**src/cpr_pkg.sv**
```systemverilog
// How it works
// - A control bit picks internal oscillator or external clock pin as source.
// - External clock selected, enabled, not reset: each rising edge advances address; in serial mode the code advances it on every eighth edge.
// - Reset pin low: counter held reset, data and clock outputs released.
// - Reset pin is open-drain, driven low during own reset, fixed polarity.
// - Chip select high: standby, counter reset, data and clock outputs released.
// - Reload command drives a low pulse on the configuration pulse pin.
// - Configuration pulse pin sensed low samples the selected design revision.
// - Cascade output low only when enabled, not reset, and past terminal count.
// - Cascade output returns high on reset low or chip select high.
// - Source pin low uses revision pins; high uses internal revision bits.
// - Two-bit revision pin field picks the revision while the source pin is low.
// - Serial mode drives data on the lowest output only, upper seven released.
// - Parallel mode: busy high stalls the counter; next data after busy falls.
// - Forwarded clock rises with valid data and stays low otherwise.
package cpr_pkg;

  // ==========================================================================
  // Sizes and timing
  // ==========================================================================
  localparam int unsigned CLK_PERIOD_NS = 25;
  localparam int unsigned WORD_W        = 8;
  localparam int unsigned UPPER_W       = 7;
  localparam int unsigned REV_W         = 2;
  localparam int unsigned ADDR_W        = 6;
  localparam int unsigned MEM_AW        = REV_W + ADDR_W;
  localparam int unsigned MEM_DEPTH     = 256;
  localparam int unsigned FIFO_DEPTH    = 2;

  localparam logic [ADDR_W-1:0] TERMINAL_COUNT = 6'h3f;
  localparam logic [2:0]        BIT_FIRST      = 3'h1;
  localparam logic [1:0]        FIFO_FULL      = 2'h2;

  // Internal oscillator period; a longest interval rounds down, at least one cycle.
  localparam int unsigned OSC_PERIOD_NS = 100;
  localparam int unsigned OSC_CYC_I     = (OSC_PERIOD_NS / CLK_PERIOD_NS) < 1 ? 1 :
                                          (OSC_PERIOD_NS / CLK_PERIOD_NS);
  localparam logic [3:0]  OSC_LAST      = 4'(OSC_CYC_I - 1);

  // Configuration pulse low time; a least interval rounds up.
  localparam int unsigned CFG_PULSE_NS  = 500;
  localparam int unsigned CFG_PULSE_I   = (CFG_PULSE_NS + CLK_PERIOD_NS - 1) / CLK_PERIOD_NS;
  localparam logic [4:0]  CFG_PULSE_CYC = 5'(CFG_PULSE_I);

  // ==========================================================================
  // Types
  // ==========================================================================
  typedef enum logic [2:0] {
    CPR_ST_STANDBY = 3'h1,
    CPR_ST_RESET   = 3'h2,
    CPR_ST_ACTIVE  = 3'h4
  } cpr_mode_t;

  // Pins from outside the clock domain, synchronised together.
  typedef struct packed {
    logic             ext_clk;
    logic             chip_sel_n;
    logic             oe_reset_n;
    logic             busy;
    logic             cfg_pulse_n;
    logic             src_pin_mode;
    logic [REV_W-1:0] pick;
  } cpr_pins_t;

  typedef struct packed {
    cpr_mode_t                       mode;
    cpr_pins_t                       s1;
    cpr_pins_t                       s2;
    logic                            ext_prev;
    logic [3:0]                      osc_cnt;
    logic [ADDR_W-1:0]               fetch_addr;
    logic                            rd_pend;
    logic [FIFO_DEPTH-1:0][WORD_W-1:0] fifo;
    logic                            wp;
    logic                            rp;
    logic [1:0]                      fcnt;
    logic [ADDR_W-1:0]               count;
    logic                            tc_passed;
    logic [WORD_W-1:0]               data;
    logic [WORD_W-1:0]               shreg;
    logic [2:0]                      bit_idx;
    logic                            fclk;
    logic [REV_W-1:0]                rev_active;
    logic [4:0]                      pulse_cnt;
  } cpr_state_t;

  // Synchronisers wake at the pins' idle levels, so no false select or pulse follows reset.
  localparam cpr_pins_t PINS_IDLE = '{chip_sel_n: 1'b1, oe_reset_n: 1'b1, cfg_pulse_n: 1'b1,
                                      default: '0};

  localparam cpr_state_t STATE_RST = '{mode: CPR_ST_STANDBY, s1: PINS_IDLE, s2: PINS_IDLE,
                                       default: '0};

endpackage

```
**src/cpr_mem.sv**
```systemverilog
`timescale 1ns/1ps
module cpr_mem
(
  input  wire logic                            ref_clk_in,
  input  wire logic                            rst_n_in,
  input  wire logic                            clk_en_in,
  input  wire logic                            wr_en_in,
  input  wire logic [cpr_pkg::MEM_AW-1:0]      wr_addr_in,
  input  wire logic [cpr_pkg::WORD_W-1:0]      wr_data_in,
  input  wire logic                            rd_en_in,
  input  wire logic [cpr_pkg::MEM_AW-1:0]      rd_addr_in,
  output logic      [cpr_pkg::WORD_W-1:0]      rd_data_out
);

  // ==========================================================================
  // Storage
  // ==========================================================================
  // The array has no reset so that it maps onto plain memory.
  logic [cpr_pkg::WORD_W-1:0] mem_q [cpr_pkg::MEM_DEPTH];

  always_ff @(posedge ref_clk_in)
  begin
    if (clk_en_in && wr_en_in)
    begin
      mem_q[wr_addr_in] <= wr_data_in;
    end
  end

  always_ff @(posedge ref_clk_in or negedge rst_n_in)
  begin
    if (!rst_n_in)
    begin
      rd_data_out <= '0;
    end
    else if (clk_en_in && rd_en_in)
    begin
      rd_data_out <= mem_q[rd_addr_in];
    end
  end

endmodule // cpr_mem

```
**src/cpr_top.sv**
```systemverilog
`timescale 1ns/1ps
module cpr_top
(
  input  wire logic                          ref_clk_in,
  input  wire logic                          rst_n_in,
  input  wire logic                          clk_en_in,
  input  wire logic                          cfg_clk_in,
  input  wire logic                          chip_select_n_in,
  input  wire logic                          oe_reset_n_in,
  output logic                               oe_reset_n_out,
  output logic                               oe_reset_n_oe_n_out,
  input  wire logic                          config_pulse_n_in,
  output logic                               config_pulse_n_out,
  output logic                               config_pulse_n_oe_n_out,
  input  wire logic                          busy_in,
  input  wire logic                          revision_source_pin_mode_in,
  input  wire logic                          revision_pick_bit0_in,
  input  wire logic                          revision_pick_bit1_in,
  input  wire logic                          clk_source_internal_in,
  input  wire logic [cpr_pkg::REV_W-1:0]     internal_revision_in,
  input  wire logic                          serial_mode_in,
  input  wire logic                          forwarded_config_clock_enable_in,
  input  wire logic                          reload_config_in,
  input  wire logic                          prog_wr_en_in,
  input  wire logic [cpr_pkg::MEM_AW-1:0]    prog_addr_in,
  input  wire logic [cpr_pkg::WORD_W-1:0]    prog_data_in,
  output logic                               serial_config_data_out,
  output logic                               serial_config_data_oe_n_out,
  output logic      [cpr_pkg::UPPER_W-1:0]   upper_parallel_data_out,
  output logic                               upper_parallel_data_oe_n_out,
  output logic                               forwarded_config_clock_out,
  output logic                               forwarded_config_clock_oe_n_out,
  output logic                               cascade_enable_out_n_out,
  output logic                               standby_out,
  output logic      [cpr_pkg::REV_W-1:0]     active_revision_out
);

  // ==========================================================================
  // Reset release
  // ==========================================================================
  logic [1:0] rst_sync_q;
  logic       rst_ok;

  always_ff @(posedge ref_clk_in or negedge rst_n_in)
  begin
    if (!rst_n_in)
    begin
      rst_sync_q <= 2'h0;
    end
    else if (clk_en_in)
    begin
      rst_sync_q <= {rst_sync_q[0], 1'b1};
    end
  end

  assign rst_ok = rst_sync_q[1];

  // ==========================================================================
  // Helpers
  // ==========================================================================
  function automatic logic [cpr_pkg::REV_W-1:0] pick_revision(
    input logic                      src_pin_mode,
    input logic [cpr_pkg::REV_W-1:0] pins,
    input logic [cpr_pkg::REV_W-1:0] internal_bits
  );
    return src_pin_mode ? internal_bits : pins;
  endfunction

  // ==========================================================================
  // State
  // ==========================================================================
  cpr_pkg::cpr_state_t s_q;
  cpr_pkg::cpr_state_t s_d;
  cpr_pkg::cpr_pins_t  pins_raw;
  logic [cpr_pkg::WORD_W-1:0] rd_data;
  logic                       rd_issue;
  logic [cpr_pkg::MEM_AW-1:0] rd_addr;
  logic                       active;

  assign pins_raw = '{ext_clk:      cfg_clk_in,
                      chip_sel_n:   chip_select_n_in,
                      oe_reset_n:   oe_reset_n_in,
                      busy:         busy_in,
                      cfg_pulse_n:  config_pulse_n_in,
                      src_pin_mode: revision_source_pin_mode_in,
                      pick:         {revision_pick_bit1_in, revision_pick_bit0_in}};

  assign active = (s_q.mode == cpr_pkg::CPR_ST_ACTIVE);

  always_comb
  begin
    logic       tick;
    logic       advance_ok;
    logic       pop;
    logic       push;
    logic       shift;
    logic [1:0] occupancy;
    logic [cpr_pkg::WORD_W-1:0] head;
    tick       = 1'b0;
    advance_ok = 1'b0;
    pop        = 1'b0;
    push       = 1'b0;
    shift      = 1'b0;
    occupancy  = 2'h0;
    head       = '0;
    rd_issue   = 1'b0;
    s_d        = s_q;
    s_d.fclk   = 1'b0;

    // Two flops on every pin; only the second copy is read below.
    s_d.s1       = pins_raw;
    s_d.s2       = s_q.s1;
    s_d.ext_prev = s_q.s2.ext_clk;

    // Standby outranks reset, which outranks normal reading.
    if (s_q.s2.chip_sel_n)
    begin
      s_d.mode = cpr_pkg::CPR_ST_STANDBY;
    end
    else if (!s_q.s2.oe_reset_n)
    begin
      s_d.mode = cpr_pkg::CPR_ST_RESET;
    end
    else
    begin
      s_d.mode = cpr_pkg::CPR_ST_ACTIVE;
    end

    if (s_q.osc_cnt == cpr_pkg::OSC_LAST)
    begin
      s_d.osc_cnt = '0;
    end
    else
    begin
      s_d.osc_cnt = s_q.osc_cnt + 4'h1;
    end
    if (clk_source_internal_in)
    begin
      tick = (s_q.osc_cnt == cpr_pkg::OSC_LAST);
    end
    else
    begin
      tick = s_q.s2.ext_clk && !s_q.ext_prev;
    end

    advance_ok = active && (serial_mode_in || !s_q.s2.busy);

    head = s_q.fifo[s_q.rp];
    unique case (s_q.mode)
      cpr_pkg::CPR_ST_STANDBY,
      cpr_pkg::CPR_ST_RESET:
      begin
        s_d.fetch_addr = '0;
        s_d.rd_pend    = 1'b0;
        s_d.wp         = 1'b0;
        s_d.rp         = 1'b0;
        s_d.fcnt       = '0;
        s_d.count      = '0;
        s_d.tc_passed  = 1'b0;
        s_d.bit_idx    = '0;
        s_d.data       = '0;
        s_d.shreg      = '0;
      end
      cpr_pkg::CPR_ST_ACTIVE:
      begin
        if (tick && advance_ok)
        begin
          if (serial_mode_in && (s_q.bit_idx != 3'h0))
          begin
            shift = 1'b1;
          end
          else
          begin
            // The address moves only while a word is waiting.
            pop = (s_q.fcnt != 2'h0);
          end
        end
        push      = s_q.rd_pend;
        occupancy = s_q.fcnt + {1'b0, s_q.rd_pend};
        // Room is counted with the read in flight, so a stalled drain stops fetching.
        rd_issue  = (occupancy < cpr_pkg::FIFO_FULL);
        if (push)
        begin
          s_d.fifo[s_q.wp] = rd_data;
          s_d.wp           = !s_q.wp;
        end
        if (rd_issue)
        begin
          s_d.fetch_addr = s_q.fetch_addr + 6'h01;
        end
        s_d.rd_pend = rd_issue;
        if (pop)
        begin
          s_d.rp    = !s_q.rp;
          s_d.count = s_q.count + 6'h01;
          if (s_q.count == cpr_pkg::TERMINAL_COUNT)
          begin
            s_d.tc_passed = 1'b1;
          end
          s_d.fclk = 1'b1;
          if (serial_mode_in)
          begin
            // bits leave on the lowest line
            s_d.data    = {{cpr_pkg::UPPER_W{1'b0}}, head[cpr_pkg::WORD_W-1]};
            s_d.shreg   = {head[cpr_pkg::WORD_W-2:0], 1'b0};
            s_d.bit_idx = cpr_pkg::BIT_FIRST;
          end
          else
          begin
            s_d.data = head;
          end
        end
        if (shift)
        begin
          s_d.fclk    = 1'b1;
          s_d.data    = {{cpr_pkg::UPPER_W{1'b0}}, s_q.shreg[cpr_pkg::WORD_W-1]};
          s_d.shreg   = {s_q.shreg[cpr_pkg::WORD_W-2:0], 1'b0};
          s_d.bit_idx = s_q.bit_idx + 3'h1;
        end
        unique case ({push, pop})
          2'b10:   s_d.fcnt = s_q.fcnt + 2'h1;
          2'b01:   s_d.fcnt = s_q.fcnt - 2'h1;
          default: s_d.fcnt = s_q.fcnt;
        endcase
      end
      default:
      begin
        s_d.mode = cpr_pkg::CPR_ST_STANDBY;
      end
    endcase

    if (reload_config_in)
    begin
      s_d.pulse_cnt = cpr_pkg::CFG_PULSE_CYC;
    end
    else if (s_q.pulse_cnt != 5'h00)
    begin
      s_d.pulse_cnt = s_q.pulse_cnt - 5'h01;
    end

    // sample revision on low
    // Our own pulse is ignored only while driven, so a reload does not resample mid-drive; its last two synchronised cycles still sample.
    if (!s_q.s2.cfg_pulse_n && (s_q.pulse_cnt == 5'h00))
    begin
      s_d.rev_active = pick_revision(s_q.s2.src_pin_mode, s_q.s2.pick, internal_revision_in);
    end
  end

  always_ff @(posedge ref_clk_in or negedge rst_ok)
  begin
    if (!rst_ok)
    begin
      s_q <= cpr_pkg::STATE_RST;
    end
    else if (clk_en_in)
    begin
      s_q <= s_d;
    end
  end

  // ==========================================================================
  // Stored words
  // ==========================================================================
  // counter picks the word
  assign rd_addr = {s_q.rev_active, s_q.fetch_addr};

  cpr_mem u_mem
  (
    .ref_clk_in  (ref_clk_in),
    .rst_n_in    (rst_ok),
    .clk_en_in   (clk_en_in),
    .wr_en_in    (prog_wr_en_in),
    .wr_addr_in  (prog_addr_in),
    .wr_data_in  (prog_data_in),
    .rd_en_in    (rd_issue),
    .rd_addr_in  (rd_addr),
    .rd_data_out (rd_data)
  );

  // ==========================================================================
  // Pins
  // ==========================================================================
  // drive low while in reset
  assign oe_reset_n_out                  = 1'b0;
  assign oe_reset_n_oe_n_out             = rst_ok;
  assign config_pulse_n_out              = 1'b0;
  assign config_pulse_n_oe_n_out         = (s_q.pulse_cnt == 5'h00);
  assign serial_config_data_out          = s_q.data[0];
  assign upper_parallel_data_out         = s_q.data[cpr_pkg::WORD_W-1:1];
  assign serial_config_data_oe_n_out     = !active;
  assign upper_parallel_data_oe_n_out    = !(active && !serial_mode_in);
  assign forwarded_config_clock_out      = s_q.fclk && active;
  assign forwarded_config_clock_oe_n_out = !(active && forwarded_config_clock_enable_in);
  assign cascade_enable_out_n_out        = !(active && s_q.tc_passed);
  assign standby_out                     = (s_q.mode == cpr_pkg::CPR_ST_STANDBY);
  assign active_revision_out             = s_q.rev_active;

endmodule // cpr_top

```
**config.mk**
```make
export PLATFORM = sky130hd
export DESIGN_NAME = cpr_top
export DESIGN_NICKNAME = d
export VERILOG_FILES = /design/src/cpr_pkg.sv /design/src/cpr_mem.sv /design/src/cpr_top.sv
export SDC_FILE = /design/constraint.sdc
export NUM_CORES = 2
export LEC_CHECK = 0
export BUFFER_PORTS_ARGS = -buffer_cell sky130_fd_sc_hd__buf_4
export CAP_MARGIN = 20
export CELL_PAD_IN_SITES_DETAIL_PLACEMENT = 0
export CELL_PAD_IN_SITES_GLOBAL_PLACEMENT = 1
export CORE_MARGIN = 4
export CORE_UTILIZATION = 40
export CTS_CLUSTER_SIZE = 30
export DETAILED_ROUTE_END_ITERATION = 8
export PLACE_DENSITY_LB_ADDON = 0.1
export SYNTH_ARGS = -nofsm -noshare
export SYNTH_HDL_FRONTEND = slang
export SYNTH_SLANG_ARGS = --single-unit
```
**constraint.sdc**
```tcl
create_clock -name ref_clk_in -period 2.8 [get_ports ref_clk_in]
set_input_delay 0.56 -clock ref_clk_in [delete_from_list [all_inputs] [get_ports ref_clk_in]]
set_output_delay 0.56 -clock ref_clk_in [all_outputs]
set_load 0.05 [all_outputs]
```
==> impl_metrics.csv <==
group,metric,value,unit
outcome,status,"finished with violations",
outcome,violations,"negative setup slack",
clock_network,cts-htree-levels,4,
synth,synthArstFlopShare,0.0439,
synth,syn_area_per_cell,20.5,sq um
drt,wirelength,256000,microns
floorplanning,pin_count,54,
synth,synth_warnings,0,
drt,drt-met1-wl,111000,microns
drt,route.top_layer_used,"met5",
worst_setup_path,startpoint_type,"register",
drt,via_count,44700,
drt,dr_wl_met3,16600,microns
cells_and_area,register_area,0.0639,sq mm
drt,viasPerCell,5.57,
synth,syn_inst,4108,
worst_setup_path,cp_max_fo,8,
clock_network,clockRootBuffer,"clkbuf_16",
timing,final.setup.tns,-2.54,ns
timing,final-setup-viol-count,8,
drt,wl_per_cell,31.9,microns
synth,yosysTopAreaCell,"edfxtp_1",
clock_network,cts.clk_slew.worst_paths,0.06,ns
synth,seq_area_frac_synth,0.760,
drt,drc,0,
cells_and_area,drive_above_1_share,0.368,
timing,hold_ws,0.0565,ns
timing,fmax,311,MHz
synth,synth.area.top_cells,"edfxtp_1 (73%), mux4_2 (13%), dfrtp_1 (2.6%), mux2i_1 (1.9%), nor2_1 (1.6%)",
worst_setup_path,worstSetupEndpointType,"register",
worst_setup_path,crit_top_cell,"buf_12",
timing,fin_crit,3.21,ns
worst_setup_path,critical_path_required,3.56,ns
timing,setup_ws,-0.415,ns
grt,grt_usage,0.233,
worst_hold_path,hold_start,"prog_data_in[2]",
clock_network,clock_sink_count,2142,
worst_setup_path,crit_buf_inv,5,
timing,clock_skew,0.0652,ns
worst_hold_path,worstHoldPathType,"input pin to register",
worst_setup_path,rr_startpoint,"rd_addr[0]",
pwr,leakagePower,33.6,nW
floorplanning,die_x,466,microns
placed_design,port_buffers,51,
worst_setup_path,crit_family,"multiplexers",
clock_network,clk_path_buf_depth,3,
drt,wl_met2,123000,microns
placed_design,place.gp.congestion,0.807,
pwr,report.power.total,78.2,mW
floorplanning,rows,168,
worst_setup_path,worstPathCellList,"buf_6 > buf_12 > buf_12 > buf_12 > buf_4 > mux4_2 > mux2_2 > o211ai_1 > nand4_1 > a22o_1",
floorplanning,initial_core_util,0.402,
run,drv_cap,0,
clock_network,insertion_delay,0.87,ns
timing,fin_crit_sh,1.15,
cells_and_area,nFillCells,17400,
worst_setup_path,worstPathArrival,3.97,ns
synth,synth_edf_count,2048,
cells_and_area,fin_nets,5065,
worst_setup_path,max_stage_delay,0.49,ns
grt,grt_max_degree,117,
clock_network,cts_tree,"yes",
floorplanning,design.core.area,0.209,sq mm
worst_setup_path,critPathLaunch,"rd_addr[0]",
timing,max-slew-margin-rel,0.361,
synth,synth_ff_type,"edfxtp_1",
cells_and_area,multiInputGateArea,0.0192,sq mm
timing,slew_violations,0,
grt,grt_pass1_vias,45200,
grt,grt_remaining_overflow,0,
grt,grt_pass1_wl,357000,microns
pwr,powerDensity,759,mW/mm^2
synth,netlist.area_leader.share,0.732,
clock_network,cts_made_buffers,227,
synth,syn-cell-area,0.0841,sq mm
timing,rsz0062_at_grt,"yes",
placed_design,hpwl,166000,microns
pwr,vdd_ir_drop_max,0.636,mV
drt,drt_iter0_markers,4776,
worst_setup_path,setup.worst_path.class,"register to register",
grt,antenna_found_initial,10,
synth,ys_ff_latch,2142,
floorplanning,die_area,0.218,sq mm
timing,tightest_slew,0.959,ns
synth,synthDistinctLibCells,72,
cells_and_area,utilization,0.492,
worst_setup_path,crit_slowest_cell,"mux4_2",
cells_and_area,syn2layout_area_growth,22.6,%
floorplanning,chipHeight,466,microns
timing,hold_violations,0,
drt,ant_nets,0,
drt,drt-pass1-iter-count,5,
==> final timing paths <==
kind	end	slack (ns)	depth (start not counted)
worst max-delay path	u_mem.rd_data_out[1]	-0.41	10
worst min-delay path	u_mem.mem_q[194][2]	0.06	1
worst max register to register	u_mem.rd_data_out[1]	-0.41	10
worst min register to register	active_revision_out[1]	0.28	0
max in group asynchronous	s_d[69]	1.71	1
min in group asynchronous	active_revision_out[1]	0.28	0
==> repair_timing <==
| item | CTS | global route |
|---|---|---|
| resized for setup | 81 | 79 |
| setup buffers | 22 | 43 |
| setup endpoints to repair | 10 | 10 |
| gates cloned | 3 | 8 |
| hold buffers | 13 | 0 |
| pin swaps | 10 | 37 |
| hold endpoints to repair | 16 | 0 |
==> cell families after synthesis <==
kind of cell | after synthesis | synth area share
adders and majority gates | 7 | 0.00104
other | 1 | 0.0000446
AOI/OAI and AO/OA | 335 | 0.0278
xor gates and xnor gates | 9 | 0.000938
and+or+nand+nor | 627 | 0.0324
muxes | 712 | 0.160
buffers and inverters | 275 | 0.0183
DFF | 2142 | 0.760
==> placed cells by master (no fill, tap or decap), types with 12 or more instances in the layout <==
| cell type | n |
|---|---|
| nor2b_1 | 20 |
| a21oi_1 | 53 |
| clkbuf_1 | 47 |
| mux4_2 | 499 |
| nand3_2 | 12 |
| o21ai_0 | 34 |
| mux2i_1 | 160 |
| a211oi_1 | 17 |
| clkbuf_16 | 238 |
| nand2_1 | 118 |
| buf_4 | 764 |
| nand3_1 | 34 |
| a22oi_1 | 25 |
| clkinv_2 | 51 |
| clkbuf_8 | 13 |
| nor2_1 | 339 |
| clkinv_1 | 48 |
| buf_6 | 18 |
| o221ai_1 | 18 |
| nand4_1 | 18 |
| edfxtp_1 | 2048 |
| dlygate4sd3_1 | 13 |
| dfrtp_1 | 79 |
| mux2_2 | 50 |
| o22ai_1 | 40 |
| bufinv_16 | 16 |
| inv_1 | 13 |
| buf_12 | 112 |
==> synthesized netlist by cell type (all sizes together), types with 42 or more instances <==
library cell / n
clkbuf: 101
o22ai: 42
o21ai: 48
a21oi: 61
buf: 156
nand2: 119
mux4: 499
nand3: 46
mux2: 50
mux2i: 163
nor2: 350
edfxtp: 2048
dfrtp: 87
==> routing by layer <==
metal	GRT usage	vias up
met1	0.337	24100
met3	0.0419	259
li1	-	18800
met4	0.0469	2
met5	0	-
met2	0.374	1506
==> state kept, by name (all words and copies together) (netlist names) <==
register / count
rst_sync_q: 2
rd_addr: 6
u_mem.rd_data_out: 8
u_mem.mem_q: 2048
serial_config_data_out: 1
upper_parallel_data_out: 7
s_q: 59
s_d: 9
active_revision_out: 2
==> layout make-up <==
class	count	share of cell area
Multi-Input combinational cell	1692	0.187
Clock buffer	283	0.0584
Sequential cell	2142	0.620
Tap cell	2805	0.0341
Clock inverter	133	0.0116
Antenna cell	4	0.0000971
Inverter	18	0.000753
Timing Repair Buffer	943	0.0884
==> report_power, final <==
group | leakage [nW] | switching [mW] | internal (mW)
combinational | 10.5 | 6.51 | 6.75
clock | 3.54 | 12.6 | 16.7
sequential | 19.6 | 0.368 | 35.3
total | 33.6 | 19.4 | 58.8
==> stage by stage <==
step	std cells	area, sq um	setup WS, ns
after floorplan	4109	84100	0.175
after global placement	7515	94100	-0.939
after detailed placement	7515	94100	-0.935
after CTS	7967	102000	-0.427
after global routing	8017	103000	-0.446
final	8020	103000	-0.415
==> worst register-to-register path: stages (launching register included) <==
cell	delay [ns]
dfrtp_4	0.43
buf_6	0.13
buf_12	0.13
buf_12	0.16
buf_12	0.16
buf_4	0.17
mux4_2	0.49
mux2_2	0.31
o211ai_1	0.45
nand4_1	0.39
a22o_1	0.29
Power figures use the tool's default switching activity.
